`config.mk`:
```
export PLATFORM = sky130hd
export DESIGN_NAME = cbrmw_access_unit
export DESIGN_NICKNAME = d
export VERILOG_FILES = /design/src/cbrmw_pkg.sv /design/src/cbrmw_ea_if.sv /design/src/cbrmw_ea_calc.sv /design/src/cbrmw_access_unit.sv
export VERILOG_INCLUDE_DIRS = /design/src /design/src/src
export SDC_FILE = /design/constraint.sdc
export NUM_CORES = 1
export LEC_CHECK = 0
export ABC_AREA = 0
export BUFFER_PORTS_ARGS = -buffer_cell sky130_fd_sc_hd__buf_2
export CORE_ASPECT_RATIO = 0.5
export CORE_MARGIN = 2
export CORE_UTILIZATION = 35
export DETAILED_ROUTE_END_ITERATION = 10
export PLACE_DENSITY = 0.51
export SYNTH_ARGS = -nofsm -noshare
export SYNTH_HDL_FRONTEND = slang
export SYNTH_HIERARCHICAL = 1
export SYNTH_SLANG_ARGS = --single-unit
```
`constraint.sdc`:
```
create_clock -name clock -period 11.1 [get_ports clock]
set_input_delay 1.665 -clock clock [delete_from_list [all_inputs] [get_ports clock]]
set_output_delay 1.665 -clock clock [all_outputs]
set_load 0.01 [all_outputs]
```
`src/cbrmw_regs.svh`:
```
// address map, reset values and timing counts of the bus access unit
//
// Overview of operation
// - states counted per clock edge; cycles 2/3
// - on-chip memory: two states, 16-bit path
// - peripherals: two or three states, fixed width
// - 16-bit peripheral registers take word access only
// - word to 8-bit peripheral splits in two
// - two-state peripheral timing equals memory timing
// - four states: reset, execute, halt, exception
// - execute holds active high/medium and subactive
// - halt holds sleep, standby, watch, subsleep
// - unmapped writes dropped, reads undefined
// - block move copies count bytes src to dst
// - bit ops read byte, change bit, write back
// - shared timer address: read count, write load
// - port read: pins for inputs, latch for outputs
// - immediate operand needs no memory access
// - 8-bit absolute: upper sixteen bits forced one
// - 16-bit absolute: sign extended to 24 bits
// - relative branch: sign-extended disp plus pc
// - memory indirect: zero-extended, word fetched target
`ifndef CBRMW_REGS_SVH
`define CBRMW_REGS_SVH
`define CBRMW_ROM_LAST    24'h00_7FFF
`define CBRMW_RAM_FIRST   24'hFF_F000
`define CBRMW_RAM_LAST    24'hFF_FF7F
`define CBRMW_P16_FIRST   24'hFF_FF80
`define CBRMW_P16_LAST    24'hFF_FF9F
`define CBRMW_TMR_ADDR    24'hFF_FFB0
`define CBRMW_PDR_ADDR    24'hFF_FFD8
`define CBRMW_PCR_ADDR    24'hFF_FFE8
`define CBRMW_ABS8_UPPER  16'hFFFF
`define CBRMW_IND_UPPER   16'h0000
`define CBRMW_UNDEF_READ  16'hFFFF
`define CBRMW_WO_READ     8'hFF
`define CBRMW_PDR_RESET   8'h00
`define CBRMW_PCR_RESET   8'h00
`define CBRMW_TMR_RESET   8'h00
`define CBRMW_FAST_STATES 2'h2
`define CBRMW_SLOW_STATES 2'h3
`endif

```
`src/cbrmw_pkg.sv`:
```
// types shared by the bus access unit
package cbrmw_pkg;
  typedef enum logic [2:0] {OP_READ, OP_WRITE, OP_BIT, OP_MOVE,
                            OP_BRANCH} cbrmw_op_t;
  typedef enum logic [2:0] {M_ABS8, M_ABS16, M_ABS24, M_IMM, M_PCREL8,
                            M_PCREL16, M_MEMIND} cbrmw_mode_t;
  typedef enum logic [2:0] {B_SET, B_CLR, B_NOT, B_ST, B_IST} cbrmw_bitop_t;
  typedef enum logic [1:0] {CS_RESET, CS_EXEC, CS_HALT,
                            CS_EXCEPT} cbrmw_cpu_t;
  typedef enum logic [2:0] {SM_ACT_HIGH, SM_ACT_MED, SM_SUBACT,
                            SM_SLEEP_HIGH, SM_SLEEP_MED, SM_STANDBY,
                            SM_WATCH, SM_SUBSLEEP} cbrmw_sub_t;
  typedef enum logic [1:0] {E_IDLE, E_BUS, E_DONE} cbrmw_eng_t;
  typedef enum logic [2:0] {J_RD, J_WR, J_RMW, J_MOVE, J_IND} cbrmw_job_t;
  typedef enum logic [2:0] {R_MEM, R_P16, R_P8, R_INT, R_NONE} cbrmw_reg_t;
endpackage

```
`src/cbrmw_ea_if.sv`:
```
// effective address request and answer between engine and calculator
`timescale 1ns/1ns
interface cbrmw_ea_if;
  import cbrmw_pkg::*;
  cbrmw_mode_t mode;
  logic [23:0] field;
  logic [23:0] pc;
  logic [23:0] ea;
  logic        isImm;
  modport calc (input mode, input field, input pc, output ea, output isImm);
  modport user (output mode, output field, output pc, input ea, input isImm);
endinterface

```
`src/cbrmw_ea_calc.sv`:
```
// effective address calculation for absolute, immediate, relative, indirect
`timescale 1ns/1ns
`include "cbrmw_regs.svh"
module cbrmw_ea_calc
  import cbrmw_pkg::*;
(
  cbrmw_ea_if.calc eaIf  // address request and answer
);
  ///////////////////////////////////////////////////////////////////////////
  // address forming per mode
  always_comb begin
    eaIf.isImm = 1'b0;
    case (eaIf.mode)
      M_ABS8:    eaIf.ea = {`CBRMW_ABS8_UPPER, eaIf.field[7:0]};
      M_ABS16:   eaIf.ea = {{8{eaIf.field[15]}}, eaIf.field[15:0]};
      M_ABS24:   eaIf.ea = eaIf.field;
      M_IMM: begin
        eaIf.ea    = eaIf.field;
        eaIf.isImm = 1'b1;
      end
      M_PCREL8:  eaIf.ea = eaIf.pc + {{16{eaIf.field[7]}}, eaIf.field[7:0]};
      M_PCREL16: eaIf.ea = eaIf.pc + {{8{eaIf.field[15]}},
                                      eaIf.field[15:0]};
      M_MEMIND:  eaIf.ea = {`CBRMW_IND_UPPER, eaIf.field[7:0]};
      default:   eaIf.ea = eaIf.field;
    endcase
  end
endmodule

```
`src/cbrmw_access_unit.sv`:
```
// processor memory access engine with bit read-modify-write and cpu states
`timescale 1ns/1ns
`include "cbrmw_regs.svh"
module cbrmw_access_unit
  import cbrmw_pkg::*;
(
  input  wire logic         clock,        // 50 MHz system clock
  input  wire logic         rst_n,        // asynchronous reset
  input  wire logic         cmdValid,     // command offered
  input  wire cbrmw_op_t    cmdOp,        // command kind
  input  wire cbrmw_mode_t  cmdMode,      // addressing mode
  input  wire logic [23:0]  cmdField,     // address, disp or immediate
  input  wire logic [23:0]  cmdPc,        // pc of next instruction
  input  wire logic         cmdWord,      // word size when high
  input  wire logic [15:0]  cmdWdata,     // write data
  input  wire cbrmw_bitop_t cmdBitOp,     // bit operation
  input  wire logic [2:0]   cmdBitNum,    // bit number
  input  wire logic         cmdBitIn,     // bit value for stores
  input  wire logic [23:0]  cmdSrc,       // move source pointer
  input  wire logic [23:0]  cmdDst,       // move destination pointer
  input  wire logic [15:0]  cmdCount,     // move count
  input  wire logic         cmdCountWide, // use 16-bit count
  input  wire logic         haltReq,      // enter program halt
  input  wire cbrmw_sub_t   haltMode,     // halt sub-mode
  input  wire logic         wakeReq,      // leave program halt
  input  wire cbrmw_sub_t   runMode,      // execution sub-mode
  input  wire logic         excReq,       // exception request
  input  wire logic         excDone,      // exception handling over
  input  wire logic [15:0]  busRdata,     // far-side read data
  input  wire logic [7:0]   portPinIn,    // port pin levels
  output logic              cmdReady,     // command may be offered
  output logic              doneValid,    // result pulse
  output logic [15:0]       doneData,     // result data
  output logic [23:0]       doneAddr,     // address or branch target
  output logic [23:0]       busAddr,      // cycle address
  output logic [15:0]       busWdata,     // cycle write data
  output logic              busRead,      // far-side read level
  output logic              busWrite,     // far-side write level
  output logic              busByte,      // byte-sized cycle
  output logic              busStart,     // first state of a cycle
  output logic [7:0]        portOut,      // port data latch
  output logic [7:0]        portDir,      // port direction, 1 output
  output cbrmw_cpu_t        cpuState,     // top-level cpu state
  output cbrmw_sub_t        cpuMode       // cpu sub-mode
);
  ///////////////////////////////////////////////////////////////////////////
  // reset release through two flip-flops
  logic [1:0] rstSync_q;
  logic       rstInt_n;
  always_ff @(posedge clock or negedge rst_n) begin
    if (!rst_n) rstSync_q <= 2'h0;
    else        rstSync_q <= {rstSync_q[0], 1'b1};
  end
  assign rstInt_n = rstSync_q[1];

  ///////////////////////////////////////////////////////////////////////////
  // address region decode
  function automatic cbrmw_reg_t region(input logic [23:0] a);
    if (a == `CBRMW_TMR_ADDR || a == `CBRMW_PDR_ADDR ||
        a == `CBRMW_PCR_ADDR)                            return R_INT;
    if (a <= `CBRMW_ROM_LAST)                            return R_MEM;
    if (a >= `CBRMW_RAM_FIRST && a <= `CBRMW_RAM_LAST)   return R_MEM;
    if (a >= `CBRMW_P16_FIRST && a <= `CBRMW_P16_LAST)   return R_P16;
    if (a > `CBRMW_P16_LAST)                             return R_P8;
    return R_NONE;
  endfunction

  cbrmw_ea_if eaIf ();
  cbrmw_ea_calc uEa (.eaIf(eaIf));
  assign eaIf.mode  = cmdMode;
  assign eaIf.field = cmdField;
  assign eaIf.pc    = cmdPc;

  cbrmw_eng_t  eng_q, eng_d;
  cbrmw_job_t  job_q, job_d;
  cbrmw_bitop_t bop_q, bop_d;
  logic        lo_q, lo_d, wr_q, wr_d, bitIn_q, bitIn_d, spl_q, spl_d;
  logic [1:0]  stCnt_q, stCnt_d, len_q, len_d;
  logic [2:0]  bitNum_q, bitNum_d;
  logic [15:0] hold_q, hold_d, cnt_q, cnt_d;
  logic [23:0] src_q, src_d, dst_q, dst_d;
  logic        rdy_q, rdy_d, dv_q, dv_d, rd_q, rd_d, we_q, we_d;
  logic        byte_q, byte_d, st_q, st_d;
  logic [15:0] dd_q, dd_d, wd_q, wd_d;
  logic [23:0] da_q, da_d, ba_q, ba_d;
  logic [7:0]  pdr_q, pdr_d, pcr_q, pcr_d, tld_q, tld_d, tcn_q, tcn_d;
  cbrmw_cpu_t  cs_q, cs_d;
  cbrmw_sub_t  sm_q, sm_d;

  cbrmw_reg_t  curReg, newReg;
  logic        finish, go, goWr, goByte, split, intWr;
  logic [23:0] goAddr;
  logic [15:0] goData, rdWord;
  logic [7:0]  intByte, rdByte, newByte, bitMask;

  ///////////////////////////////////////////////////////////////////////////
  // read answer: inner registers, undefined for unmapped, else far side
  always_comb begin
    curReg = region(ba_q);
    case (ba_q)
      `CBRMW_TMR_ADDR: intByte = tcn_q;
      `CBRMW_PDR_ADDR: intByte = (pcr_q & pdr_q) | (~pcr_q & portPinIn);
      default:         intByte = `CBRMW_WO_READ;
    endcase
    if (curReg == R_INT)       rdWord = {intByte, intByte};
    else if (curReg == R_NONE) rdWord = `CBRMW_UNDEF_READ;
    else                       rdWord = busRdata;
    rdByte  = ba_q[0] ? rdWord[7:0] : rdWord[15:8];
    bitMask = 8'h01 << bitNum_q;
    case (bop_q)
      B_SET:   newByte = rdByte | bitMask;
      B_CLR:   newByte = rdByte & ~bitMask;
      B_NOT:   newByte = rdByte ^ bitMask;
      B_ST:    newByte = bitIn_q ? (rdByte | bitMask) : (rdByte & ~bitMask);
      B_IST:   newByte = bitIn_q ? (rdByte & ~bitMask) : (rdByte | bitMask);
      default: newByte = rdByte;
    endcase
  end

  assign finish = (eng_q == E_BUS) && (stCnt_q == len_q - 2'h1);
  assign intWr  = finish && wr_q && (curReg == R_INT);

  ///////////////////////////////////////////////////////////////////////////
  // access engine next state
  always_comb begin
    eng_d = eng_q; job_d = job_q; bop_d = bop_q; lo_d = lo_q; wr_d = wr_q;
    bitIn_d = bitIn_q; stCnt_d = stCnt_q; len_d = len_q; bitNum_d = bitNum_q;
    hold_d = hold_q; cnt_d = cnt_q; src_d = src_q; dst_d = dst_q;
    spl_d = spl_q;
    dv_d = 1'b0; dd_d = dd_q; da_d = da_q; st_d = 1'b0;
    go = 1'b0; goWr = 1'b0; goByte = 1'b1; goAddr = ba_q; goData = wd_q;
    split = cmdWord && (region(eaIf.ea) == R_P8);
    case (eng_q)
      E_IDLE: begin
        if (cmdValid && rdy_q) begin
          bop_d = cmdBitOp; bitNum_d = cmdBitNum; bitIn_d = cmdBitIn;
          lo_d = 1'b0; hold_d = cmdWdata; da_d = eaIf.ea;
          spl_d = split;
          case (cmdOp)
            OP_READ, OP_WRITE: begin
              if (eaIf.isImm) begin
                dd_d = cmdField[15:0];
                eng_d = E_DONE;
              end else begin
                job_d = (cmdOp == OP_WRITE) ? J_WR : J_RD;
                go = 1'b1; goWr = (cmdOp == OP_WRITE);
                goByte = !cmdWord || split;
                goAddr = split ? {eaIf.ea[23:1], 1'b0} : eaIf.ea;
                goData = (split || !cmdWord) ?
                         {2{(split ? cmdWdata[15:8] : cmdWdata[7:0])}} :
                         cmdWdata;
              end
            end
            OP_BIT: begin
              job_d = J_RMW; go = 1'b1; goAddr = eaIf.ea;
            end
            OP_MOVE: begin
              job_d = J_MOVE; src_d = cmdSrc; dst_d = cmdDst;
              cnt_d = cmdCountWide ? cmdCount : {8'h00, cmdCount[7:0]};
              if (cnt_d == 16'h0000) eng_d = E_DONE;
              else begin
                go = 1'b1; goAddr = cmdSrc;
              end
            end
            OP_BRANCH: begin
              if (cmdMode == M_MEMIND) begin
                job_d = J_IND; go = 1'b1; goByte = 1'b0; goAddr = eaIf.ea;
              end else eng_d = E_DONE;
            end
            default: eng_d = E_DONE;
          endcase
        end
      end
      E_BUS: begin
        stCnt_d = stCnt_q + 2'h1;
        if (finish) begin
          eng_d = E_DONE;
          case (job_q)
            J_RD: begin
              dd_d = byte_q ? {8'h00, rdByte} : rdWord;
              if (spl_q && !lo_q) begin
                dd_d = {rdByte, 8'h00};
                lo_d = 1'b1; go = 1'b1; goAddr = {ba_q[23:1], 1'b1};
              end else if (lo_q) dd_d = {dd_q[15:8], rdByte};
            end
            J_WR: begin
              if (spl_q && !lo_q) begin
                lo_d = 1'b1; go = 1'b1; goWr = 1'b1;
                goAddr = {ba_q[23:1], 1'b1}; goData = {2{hold_q[7:0]}};
              end
            end
            J_RMW: begin
              if (!lo_q) begin
                lo_d = 1'b1; go = 1'b1; goWr = 1'b1;
                goData = {2{newByte}}; dd_d = {8'h00, newByte};
              end
            end
            J_MOVE: begin
              if (!lo_q) begin
                lo_d = 1'b1; go = 1'b1; goWr = 1'b1; goAddr = dst_q;
                goData = {2{rdByte}};
              end else begin
                src_d = src_q + 24'h00_0001; dst_d = dst_q + 24'h00_0001;
                cnt_d = cnt_q - 16'h0001; lo_d = 1'b0; da_d = dst_d;
                if (cnt_d != 16'h0000) begin
                  go = 1'b1; goAddr = src_d;
                end
              end
            end
            J_IND: da_d = {8'h00, rdWord};
            default: ;
          endcase
          if (go) eng_d = E_BUS;
        end
      end
      E_DONE: begin
        dv_d = 1'b1; eng_d = E_IDLE;
      end
      default: eng_d = E_IDLE;
    endcase
    // every cycle starts at state one; three states only for 8-bit
    if (go) begin
      newReg = region(goAddr);
      eng_d = E_BUS; stCnt_d = 2'h0; st_d = 1'b1; wr_d = goWr;
      len_d = (newReg == R_P8 || newReg == R_INT) ?
              `CBRMW_SLOW_STATES : `CBRMW_FAST_STATES;
      ba_d = goAddr; byte_d = goByte; wd_d = goData;
      if (newReg == R_P16 && goByte) newReg = R_NONE;
      rd_d = !goWr && (newReg != R_NONE) && (newReg != R_INT);
      we_d = goWr && (newReg != R_NONE) && (newReg != R_INT);
    end else begin
      newReg = R_NONE; ba_d = ba_q; byte_d = byte_q; wd_d = wd_q;
      rd_d = rd_q && !finish; we_d = we_q && !finish;
    end
    rdy_d = (eng_d == E_IDLE) && (cs_q == CS_EXEC);
  end

  ///////////////////////////////////////////////////////////////////////////
  // inner registers and cpu state next values
  always_comb begin
    pdr_d = pdr_q; pcr_d = pcr_q; tld_d = tld_q;
    tcn_d = (tcn_q == 8'h00) ? tld_q : tcn_q - 8'h01;
    if (intWr) begin
      case (ba_q)
        `CBRMW_TMR_ADDR: tld_d = wd_q[7:0];
        `CBRMW_PDR_ADDR: pdr_d = wd_q[7:0];
        default:         pcr_d = wd_q[7:0];
      endcase
    end
    cs_d = cs_q; sm_d = sm_q;
    case (cs_q)
      CS_RESET: cs_d = CS_EXCEPT;
      CS_EXEC: begin
        sm_d = (runMode <= SM_SUBACT) ? runMode : SM_ACT_HIGH;
        if (excReq) cs_d = CS_EXCEPT;
        else if (haltReq && eng_q == E_IDLE && !cmdValid) begin
          cs_d = CS_HALT;
          sm_d = (haltMode >= SM_SLEEP_HIGH) ? haltMode : SM_SLEEP_HIGH;
        end
      end
      CS_HALT:   if (wakeReq || excReq) cs_d = CS_EXCEPT;
      CS_EXCEPT: if (excDone) cs_d = CS_EXEC;
      default:   cs_d = CS_RESET;
    endcase
  end

  ///////////////////////////////////////////////////////////////////////////
  // registers
  always_ff @(posedge clock or negedge rstInt_n) begin
    if (!rstInt_n) begin
      eng_q <= E_IDLE; job_q <= J_RD; bop_q <= B_SET; lo_q <= 1'b0;
      wr_q <= 1'b0; bitIn_q <= 1'b0; stCnt_q <= 2'h0; len_q <= 2'h2;
      bitNum_q <= 3'h0; hold_q <= 16'h0000; cnt_q <= 16'h0000;
      src_q <= 24'h00_0000; dst_q <= 24'h00_0000; rdy_q <= 1'b0;
      spl_q <= 1'b0;
      dv_q <= 1'b0; rd_q <= 1'b0; we_q <= 1'b0; byte_q <= 1'b0;
      st_q <= 1'b0; dd_q <= 16'h0000; wd_q <= 16'h0000;
      da_q <= 24'h00_0000; ba_q <= 24'h00_0000;
      pdr_q <= `CBRMW_PDR_RESET; pcr_q <= `CBRMW_PCR_RESET;
      tld_q <= `CBRMW_TMR_RESET; tcn_q <= `CBRMW_TMR_RESET;
      cs_q <= CS_RESET; sm_q <= SM_ACT_HIGH;
    end else begin
      eng_q <= eng_d; job_q <= job_d; bop_q <= bop_d; lo_q <= lo_d;
      wr_q <= wr_d; bitIn_q <= bitIn_d; stCnt_q <= stCnt_d; len_q <= len_d;
      bitNum_q <= bitNum_d; hold_q <= hold_d; cnt_q <= cnt_d;
      src_q <= src_d; dst_q <= dst_d; rdy_q <= rdy_d;
      spl_q <= spl_d;
      dv_q <= dv_d; rd_q <= rd_d; we_q <= we_d; byte_q <= byte_d;
      st_q <= st_d; dd_q <= dd_d; wd_q <= wd_d; da_q <= da_d; ba_q <= ba_d;
      pdr_q <= pdr_d; pcr_q <= pcr_d; tld_q <= tld_d; tcn_q <= tcn_d;
      cs_q <= cs_d; sm_q <= sm_d;
    end
  end

  assign cmdReady = rdy_q;  assign doneValid = dv_q;  assign doneData = dd_q;
  assign doneAddr = da_q;   assign busAddr = ba_q;    assign busWdata = wd_q;
  assign busRead  = rd_q;   assign busWrite = we_q;   assign busByte = byte_q;
  assign busStart = st_q;   assign portOut = pdr_q;   assign portDir = pcr_q;
  assign cpuState = cs_q;   assign cpuMode = sm_q;
endmodule

```
==> results of run 1 <==
==> synth_stat cells, drive strengths merged (5+ instances only) <==
| cell type | n |
|---|---|
| nor2b | 16 |
| nand2 | 264 |
| o221ai | 6 |
| nor4b | 7 |
| a32oi | 5 |
| dfrtp | 215 |
| nand4 | 23 |
| a22oi | 48 |
| o22ai | 45 |
| a221o | 5 |
| nor3b | 7 |
| o21bai | 7 |
| a211oi | 40 |
| nand2b | 17 |
| xor2 | 35 |
| a21oi | 186 |
| or4 | 11 |
| nor2 | 176 |
| or3 | 16 |
| a31o | 13 |
| buf | 14 |
| mux2i | 30 |
| mux2 | 39 |
| or3b | 6 |
| nor3 | 43 |
| a22o | 6 |
| nor4 | 12 |
| o22a | 5 |
| nand3 | 51 |
| o31ai | 21 |
| and2 | 7 |
| and3 | 29 |
| o211ai | 20 |
| a21o | 24 |
| inv | 39 |
| ha | 45 |
| o21ai | 226 |
| a31oi | 20 |
| nand3b | 7 |
| o21a | 11 |
| clkbuf | 129 |
| xnor2 | 38 |
| o2111ai | 8 |
==> state kept, by name (all words and copies together), names as in the netlist, 2 cells and up <==
name,flops
portOut,8
portDir,8
job_q,3
stCnt_q,2
cpuState,2
bop_q,3
tcn_q,8
cpuMode,3
src_q,24
doneAddr,24
bitNum_q,3
tld_q,8
dst_q,24
doneData,16
hold_q,8
eng_q,2
rstSync_q,2
busWdata,16
busAddr,24
cnt_q,16
==> kinds of logic after synthesis <==
family / count (synthesis) / share of synthesized area (%)
AO/OA/AOI/OAI: 731 / 28.6
AND/OR/NAND/NOR: 707 / 21.0
flip-flops: 215 / 33.6
buffers and inverters: 183 / 4.45
XOR/XNOR: 73 / 4.00
multiplexers: 69 / 4.62
adder cells (fa/ha/maj): 46 / 3.64
other: 1 / 0.0234
==> layout by cell type, fill, tap and decap left out, types with 35 or more instances in the layout <==
cell type	count
nor3_1	37
nor2_1	174
a21oi_1	183
xor2_1	35
nand2_1	264
o21ai_0	213
inv_1	39
a211oi_1	39
xnor2_1	38
ha_1	45
dfrtp_1	214
buf_2	286
o22ai_1	45
mux2_2	39
a22oi_1	48
nand3_1	51
==> report_power, final <==
group,internal (mW),switching (mW),leakage (nW)
clock,0.465,0.371,0.377
combinational,0.764,1.24,5.08
sequential,1.08,0.438,2.71
==> layout make-up <==
cell class              instances  area (um^2)
fillers                      4853        26400
multi-input cells            1627         9960
flip-flops and latches        215         5380
repair buffers                316         1670
well taps                     598          748
clock buffers                  37          711
inverters                      40          150
clock inverters                 7         68.8
diodes                          1         2.50
==> worst paths after layout <==
| check | startpoint | to | slack (ps) | cells after the start |
|---|---|---|---|---|
| min in group clock | rstSync_q[0] | rstSync_q[1] | 350 | 0 |
| min reg2reg | rstSync_q[1] | cnt_q[10] | 230 | 0 |
| min | rstSync_q[1] | cnt_q[10] | 230 | 0 |
| max in group asynchronous | rstSync_q[1] | hold_q[0] | 9650 | 1 |
| max reg2reg | eng_q[0] | busRead | 5510 | 12 |
| max | cmdMode[2] | busWrite | 3710 | 23 |
==> metal layers <==
layer	routed length (um)	up-vias
li1	-	7827
met1	28500	8096
met4	1800	2
met3	4370	95
met2	29900	548
met5	7	-
==> per-stage QoR <==
stage	hold slack, ps	instance area (um^2)
after floorplan	331	16000
after global placement	234	17900
after detailed placement	237	17900
after CTS	243	18700
after global routing	262	18700
final	227	18700
==> worst max-delay path: stages <==
cell and delay [ps]:
buf_2 150, inv_1 100, nor2_2 580, a21boi_1 350
a31o_2 300, ha_1 320, a21oi_1 210, nor2_1 80
o41ai_1 440, o311ai_1 260, a21boi_0 260, xor2_1 90
o21ai_0 470, o2111ai_1 180, or4_1 660, nor3b_2 190
buf_4 250, o21ai_0 120, a311o_1 380, nor3_1 210
a311oi_1 150, a211oi_2 260, o31ai_1 120
==> summary.md, run 1 <==
| Metric | Value |
|---|---|
| Status | `finished, final reports clean` |
| First-pass GRT wire length | `96,600 um` |
| Worst Hold Class | `reg2async` |
| Req. time, crit path | `11,510 ps` |
| Die Wd | `306 um` |
| Clock Latency Late Sink | `560 ps` |
| Overall power | `4.36 mW` |
| DR vias | `16,600` |
| Routed WL | `64,500 um` |
| CTS resizes | `0` |
| Ys async rst share | `100%` |
| RSZ-0062 raised after global routing | `false` |
| Fin. Hold Viols | `0` |
| Pre-antenna DRT Iters | `6` |
| CTS tree | `yes` |
| Hpwl dp | `49,400 um` |
| Sequential area share after synthesis | `33.6%` |
| Ratio of cells with drive above 1 in the final layout | `19.8%` |
| Starting DRT DRC Count | `1,410` |
| Final TNS setup | `0 ps` |
| Worst VDD drop | `91.9 uV` |
| # setup viols final | `0` |
| Grt ovf | `0` |
| Clk buf depth | `3` |
| Max FO, Critical Path | `17` |
| Core area | `0.0451 mm^2` |
| Max_cap viols | `0` |
| Final core utilization | `41.4%` |
| Final Wtd Congestion | `0.901` |
| Leakage | `8.17 nW` |
| H-Tree Depth | `1` |
| Library cells used by synthesis | `94` |
| Startpoint Class | `primary input` |
| Synth Area per Inst | `7.90 um^2` |
| IO Pins | `287` |
| Setup CP Type | `in2reg` |
| All-layer global routing usage | `26.4%` |
| Final WS setup | `3710 ps` |
| Crit. End Element | `register` |
| Syn_nets | `2,251` |
| YS warnings | `6` |
| Synth area leaders | `dfrtp_1, o21ai_0, nand2_1, a21oi_1, nor2_1` |
| Worst Skew | `21.3 ps` |
| Number of global-route vias before repair | `15,400` |
| CTS Buf Count | `25` |
| Worst relative slew slack | `26.4%` |
| Cells after Synth | `2,025` |
| Cell taking the most area after synthesis | `dfrtp_1` |
| DIE AREA | `0.0475 mm^2` |
| Final min period | `7390 ps` |
| Die height | `155 um` |
| Postcts setup bufs | `0` |
| Hold-fix buffers, CTS | `0` |
| Clock sink count | `215` |
| Synth Flop Type | `dfrtp_1` |
| Cell row count | `55` |
| Detail Route Antenna Nets | `0` |
| Number of antenna violations at the first check in global routing | `2` |
| Nets | `2,451` |
| Drt wl/cell | `22.7 um` |
| # DRC | `0` |
| Port-buffer cells | `286` |
| Layout area overhead | `16.9%` |
| Worst EP arrival | `7800 ps` |
| Fin cells | `2,841` |
| M2 GR Usage | `43.3%` |
| Place WS | `3230 ps` |
| Power Density | `233 mW/mm^2` |
| Met1 Use GR | `36.1%` |
| Largest net degree at the start of global routing | `142` |
| Seq cells post-synth | `215` |
| Clock root buffer | `clkbuf_16` |
| Yosys top cell area share | `33.6%` |
| Worst Max-Slew Pin Slew | `1100 ps` |
| DP Cell Count | `2,796` |
| Synthesized area | `0.0160 mm^2` |
| Fmax | `135 MHz` |
| Starting Density | `35.4%` |
| GRT Max-Usage Layer | `met2` |
| Fin crit share | `66.5%` |
| Clock slew at reported path FFs | `60 ps` |
| Drt via density | `5.83` |
| Met3 GRT Util | `4.50%` |
| EDFF count, synth | `0` |
| Fin. max-slew vios | `0` |
Note: power is estimated with default switching activity, not from simulation.
==> run 2, diff against run 1 <==
ABC_AREA = 1   (was 0)
clock period = 7.6 ns   (was 11.1 ns; I/O delays follow)
==> summary.md, run 2 <==
| Metric | Value |
|---|---|
| Worst relative slew slack | `18.9%` |
| Ys async rst share | `100%` |
| Routed WL | `76,600 um` |
| Fin. max-slew vios | `0` |
| Commonest non-fill, non-tap cell in the layout | `nand2_1` |
| Worst Hold Class | `in2async` |
| Final TNS setup | `0 ps` |
| Postcts setup bufs | `0` |
| First-pass GRT wire length | `114,000 um` |
| Seq pwr share | `28.7%` |
| Syn_nets | `2,984` |
| Clock slew at reported path FFs | `60 ps` |
| Startpoint Class | `register` |
| Final min period | `5410 ps` |
| CTS tree | `yes` |
| Synthesized area | `0.0175 mm^2` |
| Library cells used by synthesis | `60` |
| Clk buf depth | `3` |
| # setup viols final | `0` |
| IO Pins | `287` |
| Combinational power share | `54.9%` |
| Cell row count | `57` |
| # DRC | `0` |
| DP Cell Count | `3,610` |
| Number of global-route vias before repair | `18,200` |
| Starting Density | `35.8%` |
| EDFF count, synth | `0` |
| Cell taking the most area after synthesis | `dfrtp_1` |
| Cell-internal power | `3.52 mW` |
| Setup CP Type | `reg2reg` |
| Nets | `3,214` |
| Starting DRT DRC Count | `2,100` |
| RSZ-0062 raised after global routing | `false` |
| Hold-fix buffers, CTS | `0` |
| Drt via density | `5.40` |
| Grt ovf | `0` |
| Max FO, Critical Path | `12` |
| Core area | `0.0489 mm^2` |
| Drt wl/cell | `21.0 um` |
| Detail Route Antenna Nets | `0` |
| Clock root buffer | `clkbuf_16` |
| Fin Hold WS | `358 ps` |
| Yosys top cell area share | `30.7%` |
| Port-buffer cells | `286` |
| All-layer global routing usage | `28.9%` |
| DR vias | `19,700` |
| Number of antenna violations at the first check in global routing | `6` |
| DIE AREA | `0.0519 mm^2` |
| Layout area overhead | `16.0%` |
| Net Sw Power | `3.86 mW` |
| Die height | `162 um` |
| Worst VDD drop | `144 uV` |
| Max_cap viols | `0` |
| Sequential area share after synthesis | `30.7%` |
| Seq cells post-synth | `215` |
| Final core utilization | `41.5%` |
| Worst Max-Slew Pin Slew | `1210 ps` |
| CTS Buf Count | `25` |
| Synth area leaders | `dfrtp_1, nand2_1, inv_1, o21ai_0, nor2_1` |
| Reg2Reg Depth | `16` |
| Req. time, crit path | `8070 ps` |
| Clock power frac | `16.4%` |
| Top post-synthesis cells by count | `nand2_1, inv_1, nor2_1` |
| Multi-input logic area | `0.0104 mm^2` |
| Most common cell in the netlist | `nand2_1` |
| Crit. End Element | `register` |
| Synth Flop Type | `dfrtp_1` |
| Commonest non-fill, non-tap cells in the layout | `nand2_1, inv_1, buf_2` |
| Fin cells | `3,654` |
| Fmax | `185 MHz` |
| Worst EP arrival | `5880 ps` |
| Clock Latency Late Sink | `570 ps` |
| Worst Skew | `22.1 ps` |
| Fin crit share | `71.2%` |
| Switching fraction of total power | `52.2%` |
| Reg area | `0.00538 mm^2` |
| Filler Cells Inserted | `5,367` |
| YS warnings | `6` |
| Largest net degree at the start of global routing | `154` |
| H-Tree Depth | `1` |
| Cells after Synth | `2,758` |
| Clock sink count | `215` |
| Ratio of cells with drive above 1 in the final layout | `14.2%` |
| Fin. Hold Viols | `0` |
| Final Wtd Congestion | `0.976` |
| Design Area, Final | `0.0203 mm^2` |
| CTS resizes | `0` |
| Placed Instance Area | `0.0195 mm^2` |
| Pre-antenna DRT Iters | `7` |
| Synth Area per Inst | `6.35 um^2` |
| Power Density | `364 mW/mm^2` |
| Hpwl dp | `60,600 um` |
| Status | `finished, final reports clean` |
| Leakage | `10.1 nW` |
| Die Wd | `320 um` |
[run 2: changes by cell type after synthesis, sizes merged, moves of 38 or more]
cell | previous run | this run
mux2 | 39 | 0
nand3 | 51 | 170
nand2 | 264 | 811
nor2 | 176 | 286
inv | 39 | 346
clkbuf | 129 | 76
a22oi | 48 | 10
[run 2: worst paths after layout]
path	from	endpoint	slack, ps
worst min register to register	rstSync_q[0]	rstSync_q[1]	360
worst max register to register	busAddr[16]	doneData[6]	2190
max in group asynchronous	rstSync_q[1]	bitNum_q[0]	5780
worst max-delay path	busAddr[16]	doneData[6]	2190
worst min-delay path	rst_n	rstSync_q[1]	360
min in group clock	rstSync_q[0]	rstSync_q[1]	360
[run 2: routing by layer]
| metal | wire, um | up-vias | part of all wire (%) | global-route usage [%] |
|---|---|---|---|---|
| li1 | - | 9508 | - | - |
| met1 | 36700 | 9288 | 48 | 42.8 |
| met2 | 30900 | 785 | 40 | 41.5 |
| met3 | 6470 | 139 | 8.4 | 6.45 |
| met4 | 2430 | 8 | 3.2 | 8.39 |
| met5 | 52 | - | 0.068 | 0 |
[run 2: layout make-up]
type                            count  share of cell area [%]
Antenna cell                        1                  0.0123
Clock buffer                       33                    3.38
Clock inverter                     10                   0.462
Inverter                          351                    6.50
Multi-Input combinational cell   2092                    51.4
Sequential cell                   215                    26.5
Tap cell                          649                    4.00
Timing Repair Buffer              303                    7.74
[run 2: cell families (layout without fill, tap and decap cells)]
group / after synthesis / count (layout) / share of synthesized area, %
adders and majority gates: 46 / 46 / 3.33
xor gates and xnor gates: 50 / 50 / 2.50
and+or+nand+nor: 1392 / 1392 / 33.6
muxes: 8 / 8 / 0.457
DFF: 215 / 215 / 30.7
AOI/OAI and AO/OA: 595 / 595 / 19.4
other: 1 / 2 / 0.0214
buffers and inverters: 451 / 697 / 9.93
[run 2: metrics by stage]
stage               setup WS, ps  power (mW)
global placement            2050        6.08
floorplan                   1160        4.63
CTS                         2450        7.32
global route                2000        7.94
finish                      2190        7.38
detailed placement          2120        6.09
[run 2: power groups by stage]
stage	combinational, mW	clock (mW)	sequential (mW)
CTS	3.99	1.23	2.10
global route	4.50	1.28	2.16
floorplan	2.60	0	2.03
global placement	3.96	0	2.12
detailed placement	3.98	0	2.12
finish	4.05	1.21	2.12
[run 2: critical path: stages, from the launching register on]
cell and delay (ps):
dfrtp_1 690, nand4_1 280, nor2_1 970, nand2_1 450, o211ai_1 480, o21ai_0 250
or2_1 280, nand2_1 190, inv_1 90, ha_1 200, o22ai_1 160, nor3_1 80
a21oi_1 130, o21ai_1 160, a21oi_1 560, a21oi_1 130, o21ai_0 180
